File: config.mk
export PLATFORM = sky130hd
export DESIGN_NAME = rdec_top
export DESIGN_NICKNAME = d
export VERILOG_FILES = /design/src/rdec_pkg.sv /design/src/rdec_fifo.sv /design/src/rdec_top.sv
export SDC_FILE = /design/constraint.sdc
export NUM_CORES = 1
export LEC_CHECK = 0
export ABC_CLOCK_PERIOD_IN_PS = 11050
export CAP_MARGIN = 20
export CORE_MARGIN = 2
export CORE_UTILIZATION = 30
export DETAILED_ROUTE_END_ITERATION = 6
export DONT_BUFFER_PORTS = 1
export HOLD_SLACK_MARGIN = 0.15
export PLACE_DENSITY = 0.41
export SYNTH_ARGS = -nofsm -noshare
export SYNTH_HDL_FRONTEND = slang
export SYNTH_SLANG_ARGS = --single-unit
File: constraint.sdc
create_clock -name hclk -period 11.05 [get_ports hclk]
set_input_delay 1.105 -clock hclk [delete_from_list [all_inputs] [get_ports hclk]]
set_output_delay 1.105 -clock hclk [all_outputs]
set_load 0.02 [all_outputs]
File: src/rdec_pkg.sv
// Function
// - automatic mode measures host transmit bit time and drives transmitter enable from it
// - automatic mode assumes 1200 bit/s at slowest and ten-bit characters
// - request-to-send mode drives transmitter enable straight from host rts
// - data-driven mode enables the transmitter while host transmit data is 0
// - data-driven mode releases the transmitter while host transmit data is 1
// - mode switch is sampled exactly once after reset, then that mode runs
// - later mode switch changes are ignored until the next reset
// - always mode keeps transmitter enabled and lights the enable indicator
// - sampling of incoming serial data outranks every other task
// - host rts is returned to the host as cts
// - host dtr is returned to the host as both dcd and dsr
// - automatic mode releases within 4, 10 or 20 bit times by detected rate
// - with echo off, own transmitted characters are not returned as receive data
package rdec_pkg;
  localparam int unsigned CLK_HZ = 125_000_000;
  localparam int unsigned MIN_BAUD = 1200;
  localparam int unsigned CHAR_BITS = 10;
  localparam int unsigned BAUD_38K = 38400;
  localparam int unsigned BAUD_57K = 57600;
  localparam int unsigned BAUD_115K = 115200;
  // longest bit time in cycles at the slowest rate
  localparam int unsigned BIT_MAX_CYC = CLK_HZ / MIN_BAUD;
  // rate class boundaries, halfway between neighbouring standard bit times
  localparam int unsigned THR_SLOW = (CLK_HZ / BAUD_38K + CLK_HZ / BAUD_57K) / 2;
  localparam int unsigned THR_MID = (CLK_HZ / BAUD_57K + CLK_HZ / BAUD_115K) / 2;
  localparam logic [4:0] TURN_BITS_SLOW = 5'h04;
  localparam logic [4:0] TURN_BITS_MID = 5'h0a;
  localparam logic [4:0] TURN_BITS_FAST = 5'h14;
  localparam int CNT_W = 24;
  localparam int TURN_W = CNT_W + 5;
  localparam int FIFO_DEPTH = 4;
  // mode switch codes
  localparam logic [1:0] MODE_ALWAYS = 2'h0;
  localparam logic [1:0] MODE_AUTO = 2'h1;
  localparam logic [1:0] MODE_RTS = 2'h2;
  localparam logic [1:0] MODE_DATA = 2'h3;
  localparam int ECHO_OFF_BIT = 5;
  // register byte offsets
  localparam logic [7:0] ADDR_CTRL = 8'h00;
  localparam logic [7:0] ADDR_STATUS = 8'h04;
  localparam logic [7:0] ADDR_PERIOD = 8'h08;
  localparam logic [7:0] ADDR_MEAS = 8'h0c;
  localparam int CTRL_MEAS_EN = 0;
  localparam logic CTRL_RESET = 1'b0;
  localparam int ST_MODE_LSB = 0;
  localparam int ST_LOADED = 2;
  localparam int ST_TX_EN = 3;
  localparam int ST_BAUD_OK = 4;
  localparam int ST_LEVEL_LSB = 5;
  localparam int ST_FULL = 8;
  typedef enum logic {AB_IDLE, AB_HOLD} rdec_ab_t;
endpackage : rdec_pkg

File: src/rdec_fifo.sv
`timescale 1ns/1ps
module rdec_fifo #(
  parameter int W = 24,
  parameter int D = 4
) (
  input wire logic hclk,
  input wire logic hresetn,
  input wire logic in_valid,
  output logic in_ready,
  input wire logic [W-1:0] in_data,
  output logic out_valid,
  input wire logic out_ready,
  output logic [W-1:0] out_data,
  output logic [$clog2(D+1)-1:0] level
);
  localparam int PW = $clog2(D);
  localparam int LW = $clog2(D+1);
  typedef struct packed {
    logic [D-1:0][W-1:0] mem;
    logic [PW-1:0] wp;
    logic [PW-1:0] rp;
    logic [LW-1:0] cnt;
  } rdec_fifo_st_t;
  rdec_fifo_st_t s_r;
  rdec_fifo_st_t s_nxt;
  logic push;
  logic pop;

  assign in_ready = (s_r.cnt != LW'(D));
  assign out_valid = (s_r.cnt != '0);
  assign out_data = s_r.mem[s_r.rp];
  assign level = s_r.cnt;
  assign push = in_valid && in_ready;
  assign pop = out_valid && out_ready;

  always_comb begin
    s_nxt = s_r;
    if (push) begin
      s_nxt.mem[s_r.wp] = in_data;
      s_nxt.wp = (s_r.wp == PW'(D-1)) ? '0 : s_r.wp + 1'b1;
    end
    if (pop) begin
      s_nxt.rp = (s_r.rp == PW'(D-1)) ? '0 : s_r.rp + 1'b1;
    end
    if (push && !pop) begin
      s_nxt.cnt = s_r.cnt + 1'b1;
    end else if (pop && !push) begin
      s_nxt.cnt = s_r.cnt - 1'b1;
    end
  end

  always_ff @(posedge hclk or negedge hresetn) begin
    if (!hresetn) begin
      s_r <= '0;
    end else begin
      s_r <= s_nxt;
    end
  end
endmodule : rdec_fifo

File: src/rdec_top.sv
`timescale 1ns/1ps
module rdec_top #(
  parameter int unsigned BIT_MAX = rdec_pkg::BIT_MAX_CYC
) (
  input wire logic hclk,
  input wire logic hresetn,
  input wire logic hsel,
  input wire logic [31:0] haddr,
  input wire logic [1:0] htrans,
  input wire logic hwrite,
  input wire logic [2:0] hsize,
  input wire logic [31:0] hwdata,
  input wire logic hready,
  output logic hreadyout,
  output logic hresp,
  output logic [31:0] hrdata,
  input wire logic host_txd,
  input wire logic host_rts,
  input wire logic host_dtr,
  input wire logic line_rxd,
  input wire logic [1:0] mode_select_switch,
  input wire logic [5:0] line_config_switch,
  output logic host_rxd,
  output logic host_cts,
  output logic host_dcd,
  output logic host_dsr,
  output logic host_ri,
  output logic line_txd,
  output logic line_tx_en,
  output logic tx_en_led
);
  localparam int CW = rdec_pkg::CNT_W;
  localparam int TW = rdec_pkg::TURN_W;
  localparam int LW = $clog2(rdec_pkg::FIFO_DEPTH + 1);

  typedef struct packed {
    logic loaded;
    logic [1:0] mode;
    rdec_pkg::rdec_ab_t ab;
    logic txd_q;
    logic [CW-1:0] low_cnt;
    logic [TW-1:0] idle_cnt;
    logic [CW-1:0] period;
    logic baud_ok;
    logic meas_vld;
    logic [CW-1:0] meas;
    logic meas_en;
    logic wr_pend;
    logic [7:0] wr_addr;
    logic [31:0] rdata;
    logic resp;
    logic rxd;
    logic cts;
    logic dcd;
    logic dsr;
    logic ri;
    logic txd;
    logic tx_en;
  } rdec_st_t;

  rdec_st_t s_r;
  rdec_st_t s_nxt;
  logic fifo_in_ready;
  logic fifo_out_valid;
  logic fifo_pop;
  logic [CW-1:0] fifo_out_data;
  logic [LW-1:0] fifo_level;
  logic addr_ok;
  logic [TW-1:0] turn_cyc;

  // ----------------------------------------------------------------
  // helpers
  // ----------------------------------------------------------------
  function automatic logic is_reg(input logic [31:0] a, input logic [7:0] off);
    return (a[7:0] == off) && (a[31:8] == '0);
  endfunction : is_reg

  // turnaround window in cycles for a measured bit time
  function automatic logic [TW-1:0] turn_cycles(input logic [CW-1:0] per);
    logic [4:0] bits;
    bits = rdec_pkg::TURN_BITS_FAST;
    if (per > CW'(rdec_pkg::THR_SLOW)) begin
      bits = rdec_pkg::TURN_BITS_SLOW;
    end else if (per > CW'(rdec_pkg::THR_MID)) begin
      bits = rdec_pkg::TURN_BITS_MID;
    end
    return TW'(bits) * TW'(per);
  endfunction : turn_cycles

  assign addr_ok = hsel && htrans[1] && hready;
  assign fifo_pop = addr_ok && !hwrite && is_reg(haddr, rdec_pkg::ADDR_MEAS);
  assign turn_cyc = turn_cycles(s_r.period);

  // ----------------------------------------------------------------
  // measurement queue
  // ----------------------------------------------------------------
  rdec_fifo #(
    .W(CW),
    .D(rdec_pkg::FIFO_DEPTH)
  ) u_fifo (
    .hclk(hclk),
    .hresetn(hresetn),
    .in_valid(s_r.meas_vld),
    .in_ready(fifo_in_ready),
    .in_data(s_r.meas),
    .out_valid(fifo_out_valid),
    .out_ready(fifo_pop),
    .out_data(fifo_out_data),
    .level(fifo_level)
  );

  // ----------------------------------------------------------------
  // next state
  // ----------------------------------------------------------------
  always_comb begin
    logic rise;
    logic mode_en;
    s_nxt = s_r;
    rise = host_txd && !s_r.txd_q;
    mode_en = 1'b0;
    // strap-like capture, once, on the first edge after reset release
    if (!s_r.loaded) begin
      s_nxt.loaded = 1'b1;
      s_nxt.mode = mode_select_switch;
    end
    // no path rewrites mode once loaded, so switch moves are ignored
    // serial sampling runs every cycle, unconditionally, ahead of the bus
    s_nxt.txd_q = host_txd;
    s_nxt.low_cnt = host_txd ? '0 : (&s_r.low_cnt ? s_r.low_cnt : s_r.low_cnt + 1'b1);
    // shortest low run seen is one bit time; never slower than the floor rate
    if (rise && s_r.low_cnt != '0 && s_r.low_cnt < s_r.period) begin
      s_nxt.period = s_r.low_cnt;
      s_nxt.baud_ok = 1'b1;
      if (s_r.meas_en && !s_r.meas_vld) begin
        s_nxt.meas_vld = 1'b1;
        s_nxt.meas = s_r.low_cnt;
      end
    end
    // a pending measurement waits for room rather than being overwritten
    if (s_r.meas_vld && fifo_in_ready) begin
      s_nxt.meas_vld = 1'b0;
    end
    // automatic turnaround
    case (s_r.ab)
      rdec_pkg::AB_IDLE: begin
        s_nxt.idle_cnt = '0;
        if (s_r.loaded && s_r.mode == rdec_pkg::MODE_AUTO && !host_txd) begin
          s_nxt.ab = rdec_pkg::AB_HOLD;
        end
      end
      rdec_pkg::AB_HOLD: begin
        if (!host_txd) begin
          s_nxt.idle_cnt = '0;
        end else if (s_r.idle_cnt + 1'b1 >= turn_cyc) begin
          s_nxt.ab = rdec_pkg::AB_IDLE;
          s_nxt.idle_cnt = '0;
        end else begin
          s_nxt.idle_cnt = s_r.idle_cnt + 1'b1;
        end
      end
      default: begin
        s_nxt.ab = rdec_pkg::AB_IDLE;
      end
    endcase
    // enable source per mode
    case (s_r.mode)
      rdec_pkg::MODE_ALWAYS: mode_en = 1'b1;
      rdec_pkg::MODE_AUTO: mode_en = (s_nxt.ab == rdec_pkg::AB_HOLD);
      rdec_pkg::MODE_RTS: mode_en = host_rts;
      rdec_pkg::MODE_DATA: mode_en = !host_txd;
      default: mode_en = 1'b0;
    endcase
    s_nxt.tx_en = s_r.loaded && mode_en;
    s_nxt.txd = host_txd;
    // with echo off, while our own driver is on, the looped-back line is masked to idle
    s_nxt.rxd = (line_config_switch[rdec_pkg::ECHO_OFF_BIT] && s_r.tx_en) ? 1'b1
      : line_rxd;
    s_nxt.cts = host_rts;
    s_nxt.dcd = host_dtr;
    s_nxt.dsr = host_dtr;
    s_nxt.ri = 1'b0;
    // bus: write data arrives one cycle after its address
    s_nxt.resp = 1'b0;
    if (s_r.wr_pend && s_r.wr_addr == rdec_pkg::ADDR_CTRL) begin
      s_nxt.meas_en = hwdata[rdec_pkg::CTRL_MEAS_EN];
    end
    s_nxt.wr_pend = addr_ok && hwrite;
    s_nxt.wr_addr = haddr[31:8] == '0 ? haddr[7:0] : 8'hff;
    s_nxt.rdata = '0;
    if (addr_ok && !hwrite) begin
      if (is_reg(haddr, rdec_pkg::ADDR_CTRL)) begin
        s_nxt.rdata[rdec_pkg::CTRL_MEAS_EN] = s_r.meas_en;
      end else if (is_reg(haddr, rdec_pkg::ADDR_STATUS)) begin
        s_nxt.rdata[rdec_pkg::ST_MODE_LSB +: 2] = s_r.mode;
        s_nxt.rdata[rdec_pkg::ST_LOADED] = s_r.loaded;
        s_nxt.rdata[rdec_pkg::ST_TX_EN] = s_r.tx_en;
        s_nxt.rdata[rdec_pkg::ST_BAUD_OK] = s_r.baud_ok;
        s_nxt.rdata[rdec_pkg::ST_LEVEL_LSB +: LW] = fifo_level;
        s_nxt.rdata[rdec_pkg::ST_FULL] = !fifo_in_ready;
      end else if (is_reg(haddr, rdec_pkg::ADDR_PERIOD)) begin
        s_nxt.rdata[CW-1:0] = s_r.period;
      end else if (is_reg(haddr, rdec_pkg::ADDR_MEAS)) begin
        s_nxt.rdata[CW-1:0] = fifo_out_valid ? fifo_out_data : '0;
      end
    end
  end

  // ----------------------------------------------------------------
  // state register
  // ----------------------------------------------------------------
  always_ff @(posedge hclk or negedge hresetn) begin
    if (!hresetn) begin
      s_r <= '0;
      s_r.period <= CW'(BIT_MAX);
      s_r.meas_en <= rdec_pkg::CTRL_RESET;
      s_r.txd_q <= 1'b1;
      s_r.txd <= 1'b1;
      s_r.rxd <= 1'b1;
    end else begin
      s_r <= s_nxt;
    end
  end

  assign hreadyout = 1'b1;
  assign hresp = s_r.resp;
  assign hrdata = s_r.rdata;
  assign host_rxd = s_r.rxd;
  assign host_cts = s_r.cts;
  assign host_dcd = s_r.dcd;
  assign host_dsr = s_r.dsr;
  assign host_ri = s_r.ri;
  assign line_txd = s_r.txd;
  assign line_tx_en = s_r.tx_en;
  assign tx_en_led = s_r.tx_en;

  // ----------------------------------------------------------------
  // checks
  // ----------------------------------------------------------------
  a_always_enabled: assert property (
    @(posedge hclk) disable iff (!hresetn)
    s_r.loaded && s_r.mode == rdec_pkg::MODE_ALWAYS |=> line_tx_en && tx_en_led)
    else $error("always mode dropped enable");
  a_rts_follow: assert property (
    @(posedge hclk) disable iff (!hresetn)
    s_r.loaded && s_r.mode == rdec_pkg::MODE_RTS |=> line_tx_en == $past(host_rts))
    else $error("enable does not follow rts");
  a_data_low_on: assert property (
    @(posedge hclk) disable iff (!hresetn)
    s_r.loaded && s_r.mode == rdec_pkg::MODE_DATA && !host_txd |=> line_tx_en)
    else $error("data low did not enable");
  a_data_high_off: assert property (
    @(posedge hclk) disable iff (!hresetn)
    s_r.loaded && s_r.mode == rdec_pkg::MODE_DATA && host_txd |=> !line_tx_en)
    else $error("data high did not release");
  a_mode_held: assert property (
    @(posedge hclk) disable iff (!hresetn)
    s_r.loaded |=> s_r.loaded && $stable(s_r.mode))
    else $error("mode changed after load");
  a_mode_loaded: assert property (
    @(posedge hclk) disable iff (!hresetn)
    !s_r.loaded |=> s_r.loaded && s_r.mode == $past(mode_select_switch))
    else $error("mode not captured once");
  a_cts_dtr_loop: assert property (
    @(posedge hclk) disable iff (!hresetn)
    ##1 host_cts == $past(host_rts) && host_dcd == $past(host_dtr)
      && host_dsr == $past(host_dtr))
    else $error("modem loopback wrong");
  a_ring_idle: assert property (
    @(posedge hclk) disable iff (!hresetn) !host_ri)
    else $error("ring indicator active");
  a_echo_mask: assert property (
    @(posedge hclk) disable iff (!hresetn)
    line_config_switch[rdec_pkg::ECHO_OFF_BIT] && line_tx_en |=> host_rxd)
    else $error("own data echoed");
  a_auto_start: assert property (
    @(posedge hclk) disable iff (!hresetn)
    s_r.loaded && s_r.mode == rdec_pkg::MODE_AUTO && !host_txd |=> line_tx_en)
    else $error("start bit did not enable");
  a_auto_release: assert property (
    @(posedge hclk) disable iff (!hresetn)
    s_r.ab == rdec_pkg::AB_HOLD |-> s_r.idle_cnt < turn_cyc)
    else $error("turnaround window exceeded");
  a_period_floor: assert property (
    @(posedge hclk) disable iff (!hresetn)
    s_r.period <= CW'(BIT_MAX) && s_r.period != '0)
    else $error("bit time outside range");
endmodule : rdec_top

# Word level (Yosys, flattened, before mapping)
# Cells that the tools add are included.
# totals
reg_bits,249
out_inout_bits,42
# classes
mul,1
magnitude_cmp,7
add_sub_neg,6
n_reduce_logical,42
n_eq_ne,10
muxes,34
bitwise,1
# ops
op,n
24-bit two-way mux,8
96-bit bitwise mux,1
29-bit two-way mux,2
29-bit case mux with 2 select lines,1
25-bit two-way mux,2
24-bit binary-select mux with 2-bit select,1
24-bit demux with 2-bit select,1
29-bit by 1-bit adder with 29-bit output (second input constant),1
29-bit >= comparator,1
5-bit by 24-bit multiplier with 29-bit output,1
24-bit by 1-bit adder with 24-bit output (second input constant),1
24-bit by 11-bit > comparator with 1-bit output (second input constant),1
24-bit by 12-bit > comparator with 1-bit output (second input constant),1
24-bit zero test,1
24-bit less-than comparator,1
24-bit AND reduction,1
24-bit nonzero test,1
1-bit logical AND,23
23-bit two-way mux,1
8-bit by 4-bit equality test with 1-bit output (second input constant),2
8-bit zero test,2
15-bit two-way mux,1
5-bit two-way mux,2
9-bit two-way mux,1
22 further kinds,43

# Depth between registers and ports, before layout
# Gate-level depths: netlist of run 1.
# depth
depth_word,10
ltp_mapped,26
ltp_nobuf,25

# Hierarchy
# A second synthesis of run 1 with hierarchy kept.
# unflattened
cells_unflattened,1390
hier_area_um2,15462.3
# by_module_without_submodules
module,area_per_inst_um2,instances,cells_per_inst
rdec_top,10837.9,1,1116
rdec_fifo,4624.4,1,274

# Worst setup path before layout of run 1
# Ideal clock, no wire load.
# synth_timing
path_kind,flip-flop to flip-flop
from,register s_r[79] (netlist name)
to,register s_r[119] (netlist name)
setup_time_ns,0.132
path_stages_with_launch,25
path_buffers,2
slack_ns,4.683
arrival_ns,6.234
cell_sequence,dfrtp_1 > a31o_2 > a211oi_1 > nor3_1 > a31oi_1 > clkbuf_1 > o21ai_0 > fa_1 > inv_1 > fa_1 > ha_1 > ha_1 > fa_1 > a211oi_1 > o21ai_0 > and3_1 > o211ai_1 > nand2_1 > o311ai_0 > ha_1 > nand4_1 > a2111oi_0 > a211o_1 > clkbuf_1 > nor2b_1
# synth_rtl
item,line,source
"start, declared",rdec_top.sv:61,rdec_st_t s_r;
"start signal, assigned",rdec_top.sv:220,s_r <= s_nxt;

==> results_dict.tcl, run 1 <==
set metrics [dict create \
    synth.most_common_cell "dfrtp_1" \
    grt_pass1_wl_um 58600 \
    yosys.area.top_type "dfrtp_1" \
    ys_seq_elements 249 \
    synth_fa_ha_area_share_pct 15.4 \
    gp_congestion 0.757 \
    grt_max_degree 250 \
    crit_required_ps 11460 \
    synthMuxAreaShare_pct 14.7 \
    finalHoldViolCount 0 \
    drc 0 \
    vdd_drop_max_v 0.000123 \
    synth-edff-count 0 \
    crit_buf_inv 1 \
    dpl_cell_area_mm2 0.0159 \
    switchingPower_uw 741 \
    p_int_mw 1.78 \
    status "completed" \
    io_pins 128 \
    ant_nets 0 \
    cp_top_family "compound AO/OA/AOI/OAI gates" \
    comb_power_share_pct 20.2 \
    yosysSeqAreaShare_pct 40.9 \
    antenna_cells 0 \
    drv_slew 0 \
    crit_chain "o311ai_0, a31oi_1, o21ai_0, a31oi_1, buf_4, nor2_1, nor2_1, fa_1, fa_1, ha_1, fa_1, a211oi_1, o21ai_0, and3_1, o211ai_1, nand2_1, o311ai_0, ha_1, nand4_1, a2111oi_0, a211o_1, nor2b_1" \
    drive_gt1_share_pct 18.4 \
    finClkSkew_ps 32.2 \
    grt_pass1_vias 10300 \
    die_w_um 230 \
    dr.pass1.iters 4 \
    syn_inst 1349 \
    postCtsSetupBuffers 0 \
    synth_top_family_by_area "adder cells" \
    cts_hold_buf 0 \
    seqPwrFrac_pct 40.1 \
    hp-class "primary input to asynchronous set/reset pin" \
    end_kind "flip-flop" \
    setup_viol 0 \
    grt_setup_unrepaired "no" \
    worstSetupPathType "flip-flop to flip-flop" \
    final.setup.tns_ps 0 \
    area.growth.synth_to_final_pct 10.4 \
    grt_antenna_before_repair 0 \
    gr-total-overflow 0 \
    hpwl_um 25300 \
    die_h_um 230 \
    clockBufferDepth 3 \
    synth.distinct_cells 70 \
    netlist_area_mm2 0.0153 \
    routedWlPerCell_um 17.9 \
    start_kind "flip-flop" \
    clock_sinks 249 \
    drt-initial-drc-count 474 \
    period_needed_ps 7920 \
    synthTopCellsByCount "dfrtp_1 (237), mux2_2 (144), ha_1 (114)" \
    power.density_mw_per_mm2 150 \
    synthArstFlopShare_pct 100 \
    synth_top_area_share_pct 38.8 \
    fp-row-count 82 \
    synth_compound_area_share_pct 8.09 \
    yosys.area_share.simple_pct 11.8 \
    crit_path_frequent_cell "fa_1" \
    cp_max_fo 28 \
    start_util_pct 30.4 \
    postSynthAreaPerCell_um2 11.3 \
    ys_top_cells_by_area "dfrtp_1 (39%), mux2_2 (11%), ha_1 (9.3%)" \
    ys.flop_type "dfrtp_1" \
    relSlewSlack_pct 30.6 \
    p_sw_share_pct 29.3 \
    crit_slowest_cell "a211o_1" \
    clk_latency_ps 600 \
    num_vias 9828 \
    synth-warning-count 0 \
    htree_levels 1 \
    vias_per_cell 4.81 \
    fmax_mhz 126 \
    cts_buffers 30 \
    design_area_mm2 0.0169 \
    synth_xor_area_share_pct 4.07 \
    core_mm2 0.0502 \
    clockPowerShare_pct 39.7 \
    grt_usage_pct 14.0 \
    max-cap-violations 0 \
    dieArea_mm2 0.0527 \
    slowest_delay_ps 880 \
    tightest_slew_ps 1040 \
    cp.arrival_ps 8330 \
    wirelength_um 36600 \
    clock-root-buffer "clkbuf_16" \
    ctsResizeCount 0 \
    num-nets-final 1594 \
    cts_tree "yes" \
    p_leak_nw 7.94 \
    io_buffers 0 \
    fin_crit_sh_pct 71.6 \
    clk_pin_slew_ps 60 \
]
==> cell usage in the layout (no fill, tap or decap), types with 23 or more instances in the layout <==
cell type | Yosys | routed
xnor2_1 | 35 | 35
inv_1 | 67 | 67
xor2_1 | 36 | 36
mux2_2 | 144 | 144
nand4_1 | 23 | 23
clkbuf_16 | 0 | 30
nand2_1 | 80 | 80
nor4_1 | 26 | 26
a21oi_1 | 41 | 41
ha_1 | 114 | 114
mux4_2 | 24 | 24
nor3_1 | 28 | 28
conb_1 | 2 | 49
dfrtp_1 | 237 | 236
o21ai_0 | 30 | 30
nor2b_1 | 30 | 30
nand3_1 | 25 | 25
nor2_1 | 95 | 95
fa_1 | 46 | 46
==> power by group through the flow <==
stage	logic (mW)	registers (mW)	clock network [mW]
after global routing	0.586	1.02	1.07
after floorplan	0.414	1.01	0
final	0.509	1.01	1.00
after detailed placement	0.503	1.03	0
after global placement	0.497	1.03	0
after CTS	0.507	1.01	1.04
==> routing by layer <==
metal,vias to the layer above,global-route usage [%],wire (um)
met5,-,0,0
met4,0,4.18,1080
met3,53,2.08,956
met2,97,23.1,17200
met1,4946,19.1,17400
li1,4732,-,-
==> through the flow <==
| stage | std cells | setup WS [ps] | power (mW) | utilization [%] | hold WS (ps) |
|---|---|---|---|---|---|
| after floorplan | 1396 | 4680 | 1.43 | - | 435 |
| after global placement | 1988 | 3180 | 1.53 | 31.6 | 458 |
| after detailed placement | 1988 | 3120 | 1.53 | 31.6 | 458 |
| after CTS | 2044 | 3050 | 2.56 | 33.6 | 183 |
| after global routing | 2044 | 2510 | 2.68 | 33.6 | 198 |
| final | 2044 | 3130 | 2.52 | 33.6 | 231 |
==> logic make-up (layout without fill, tap and decap cells) <==
group / Yosys count / count (layout)
fa+ha+maj: 160 / 160
mux: 176 / 176
xor+xnor: 71 / 71
compound gates: 179 / 179
flops: 249 / 249
simple gates: 356 / 356
buf+inv: 156 / 132
other cells: 2 / 49
==> cell type report <==
class / instances / area, um2
Clock buffer: 47 / 885
Clock inverter: 9 / 120
Fill cell: 5036 / 33300
Inverter: 67 / 251
Multi-Input combinational cell: 991 / 8440
Sequential cell: 249 / 6250
Tap cell: 672 / 841
Timing Repair Buffer: 9 / 67.6
==> registers in the layout (all words and copies together) (netlist names) <==
name / count
u_fifo.s_r: 100
u_fifo.level: 3
s_r: 117
host_cts: 1
host_dsr: 1
host_rxd: 1
line_tx_en: 1
line_txd: 1
hrdata: 24
==> worst paths after layout <==
| path | endpoint | start | depth (start not counted) | slack [ps] |
|---|---|---|---|---|
| min | s_r[104]$_DFF_PN0_ | hresetn | 0 | 230 |
| min reg2reg | s_r[75]$_DFFE_PN0P_ | s_r[75]$_DFFE_PN0P_ | 1 | 470 |
| max reg2reg | s_r[110]$_DFF_PN0_ | s_r[76]$_DFFE_PN0P_ | 22 | 3130 |
| min in group hclk | s_r[75]$_DFFE_PN0P_ | s_r[75]$_DFFE_PN0P_ | 1 | 470 |
| max in group asynchronous | s_r[95]$_DFFE_PN0P_ | hresetn | 0 | 10300 |
| max | s_r[110]$_DFF_PN0_ | s_r[76]$_DFFE_PN0P_ | 22 | 3130 |
Note: power is estimated with default switching activity, not from simulation.
==> run 2, diff against run 1 <==
--- a/config.mk
+++ b/config.mk
@@ -5,14 +5,15 @@
 export SDC_FILE = /design/constraint.sdc
 export NUM_CORES = 1
 export LEC_CHECK = 0
-export ABC_CLOCK_PERIOD_IN_PS = 11050
+export ABC_AREA = 1
+export ABC_CLOCK_PERIOD_IN_PS = 6600
 export CAP_MARGIN = 20
 export CORE_MARGIN = 2
 export CORE_UTILIZATION = 30
 export DETAILED_ROUTE_END_ITERATION = 6
 export DONT_BUFFER_PORTS = 1
 export HOLD_SLACK_MARGIN = 0.15
-export PLACE_DENSITY = 0.41
+export PLACE_DENSITY = 0.42
 export SYNTH_ARGS = -nofsm -noshare
 export SYNTH_HDL_FRONTEND = slang
 export SYNTH_SLANG_ARGS = --single-unit
==> constraint.sdc (replaced) <==
create_clock -name hclk -period 6.6 [get_ports hclk]
set_input_delay 0.66 -clock hclk [delete_from_list [all_inputs] [get_ports hclk]]
set_output_delay 0.66 -clock hclk [all_outputs]
set_load 0.02 [all_outputs]
==> results_dict.tcl, run 2 <==
set metrics [dict create \
    vias_per_cell 4.76 \
    fp-row-count 85 \
    ys.flop_type "dfrtp_1" \
    synth-warning-count 0 \
    comb_power_share_pct 16.4 \
    synth.most_common_cell "nand2_1" \
    power.density_mw_per_mm2 233 \
    crit_slowest_cell "fa_1" \
    grt_setup_unrepaired "no" \
    dp_cells 2728 \
    grt_antenna_before_repair 0 \
    clock_sinks 249 \
    area.growth.synth_to_final_pct 10.8 \
    cp_max_fo 29 \
    p_leak_nw 8.90 \
    drt-initial-drc-count 926 \
    die_w_um 238 \
    drv_slew 0 \
    synthTopCellsByCount "nand2_1 (497), inv_1 (238), dfrtp_1 (237)" \
    multi_input_area_mm2 0.00877 \
    crit_path_frequent_cell "nand2_1" \
    clk_pin_slew_ps 50 \
    num_vias 13300 \
    fmax_mhz 167 \
    die_h_um 238 \
    seqPwrFrac_pct 37.4 \
    drive_gt1_share_pct 6.66 \
    netlist_area_mm2 0.0164 \
    cts_tree "yes" \
    antenna_cells 0 \
    syn_inst 2083 \
    ys_top_cells_by_area "dfrtp_1 (36%), nand2_1 (11%), ha_1 (8.7%)" \
    postCtsSetupBuffers 0 \
    gp_congestion 0.813 \
    yosys.area.top_type "dfrtp_1" \
    grt_usage_pct 17.1 \
    final.setup.tns_ps 0 \
    clk_latency_ps 560 \
    nFillCells 5777 \
    start_util_pct 30.4 \
    clockPowerShare_pct 46.1 \
    synth.distinct_cells 53 \
    synth-edff-count 0 \
    period_needed_ps 5970 \
    io_pins 128 \
    gr-total-overflow 0 \
    wirelength_um 47700 \
    synth_top_area_share_pct 36.1 \
    clockBufferDepth 3 \
    routedWlPerCell_um 17.1 \
    ant_nets 0 \
    cp.arrival_ps 6400 \
    slowest_delay_ps 490 \
    worstSetupPathType "flip-flop to flip-flop" \
    clock-root-buffer "clkbuf_16" \
    fin_cells 2797 \
    status "completed" \
    relSlewSlack_pct 28.1 \
    max-cap-violations 0 \
    p_int_mw 2.99 \
    setup_viol 0 \
    grt_pass1_vias 13300 \
    finalHoldViolCount 0 \
    num-nets-final 2321 \
    end_kind "flip-flop" \
    largest_register_ff_count 117 \
    top_register "s_r" \
    io_buffers 0 \
    yosysSeqAreaShare_pct 38.0 \
    drc 0 \
    core_mm2 0.0540 \
    synthArstFlopShare_pct 100 \
    fin_crit_sh_pct 90.5 \
    ys_seq_elements 249 \
    seq_area_mm2 0.00625 \
    dieArea_mm2 0.0567 \
    p_sw_share_pct 29.5 \
    vdd_drop_max_v 0.000166 \
    grt_max_degree 250 \
    cts_buffers 35 \
    hpwl_um 34800 \
    switchingPower_mw 1.25 \
    finClkSkew_ps 31.9 \
    dr.pass1.iters 5 \
    tightest_slew_ps 1080 \
    crit_required_ps 7030 \
    start_kind "flip-flop" \
    final_common_cell "nand2_1" \
    hp-class "primary input to flip-flop" \
    htree_levels 2 \
    postSynthAreaPerCell_um2 7.89 \
    grt_pass1_wl_um 75800 \
    final_cell_mix "nand2_1 (497), inv_1 (237), dfrtp_1 (237), nor2_1 (221), o21ai_0 (194)" \
]
-- run 2: changes by cell type after synthesis, sizes merged, moves of 54 or more --
| cell | previous run | this run |
|---|---|---|
| nand2 | 80 | 503 |
| mux2 | 148 | 1 |
| o21ai | 31 | 217 |
| inv | 67 | 244 |
| nor2 | 95 | 232 |
| nand3 | 25 | 79 |
-- run 2: through the flow --
step / hold WS [ps] / power (mW) / setup WS (ps) / utilization (%) / instance area, um2
floorplan: 364 / 2.11 / 1280 / - / 16600
global placement: 372 / 2.25 / 374 / 31.3 / 16900
detailed placement: 374 / 2.25 / 339 / 31.3 / 16900
CTS: 171 / 4.29 / 332 / 33.6 / 18200
global route: 170 / 4.48 / 75.9 / 33.7 / 18200
finish: 201 / 4.23 / 628 / 33.7 / 18200
-- run 2: area by class of cell --
| class | instances | share of cell area, % |
|---|---|---|
| multi-input cells | 1524 | 48.1 |
| flip-flops and latches | 249 | 34.3 |
| clock buffers | 50 | 5.39 |
| inverters | 245 | 5.07 |
| well taps | 696 | 4.78 |
| repair buffers | 20 | 1.17 |
| clock inverters | 13 | 1.15 |
-- run 2: cells by family (layout without fill, tap and decap cells) --
family                     count (synthesis)  after routing  synth area share [%]
AOI/OAI and AO/OA                        334            334                  10.9
buffers and inverters                    357            328                  9.83
DFF                                      249            249                  38.0
xor gates and xnor gates                  41             41                  2.19
and+or+nand+nor                          939            939                  24.7
adders and majority gates                160            160                  14.3
muxes                                      1              1                0.0685
other                                      2             49                0.0457
-- run 2: power by group through the flow --
stage	registers, mW	clock network (mW)	logic (mW)
global route	1.59	2.09	0.812
floorplan	1.59	0	0.522
finish	1.59	1.95	0.696
global placement	1.61	0	0.641
CTS	1.59	2.02	0.687
detailed placement	1.61	0	0.643
-- run 2: final timing paths --
check                                    startpoint                         end  slack, ps  cells after the start
worst max-delay path            s_r[95]$_DFFE_PN0P_          s_r[127]$_DFF_PN0_        630                     31
worst min-delay path                       line_rxd          host_rxd$_DFF_PN1_        200                      1
worst max register to register  s_r[95]$_DFFE_PN0P_          s_r[127]$_DFF_PN0_        630                     31
worst min register to register   s_r[100]$_DFF_PN0_          s_r[100]$_DFF_PN0_        460                      1
max in group asynchronous                   hresetn  u_fifo.s_r[72]$_DFFE_PN0P_       4750                      3
min in group asynchronous                   hresetn           s_r[41]$_DFF_PN0_        660                      2
-- run 2: critical path: cells and delay by family (launching register included) --
family	cells	cell delay, ps
adders and majority gates	6	2200
xor gates and xnor gates	1	130
DFF	1	430
AOI/OAI and AO/OA	1	300
and+or+nand+nor	18	2150
buffers and inverters	5	640
-- run 2: what timing repair did --
| action | in CTS | in global routing |
|---|---|---|
| hold buffers | 4 | 1 |
| setup endpoints to repair | 0 | 30 |
| resized for setup | 0 | 4 |
| hold endpoints to repair | 252 | 70 |
-- run 2: per-layer routing --
metal	share of wire (%)	GRT usage, %
met1	47	23.6
met2	46	28.0
met3	4.1	2.46
met4	2.6	5.00
met5	0	0
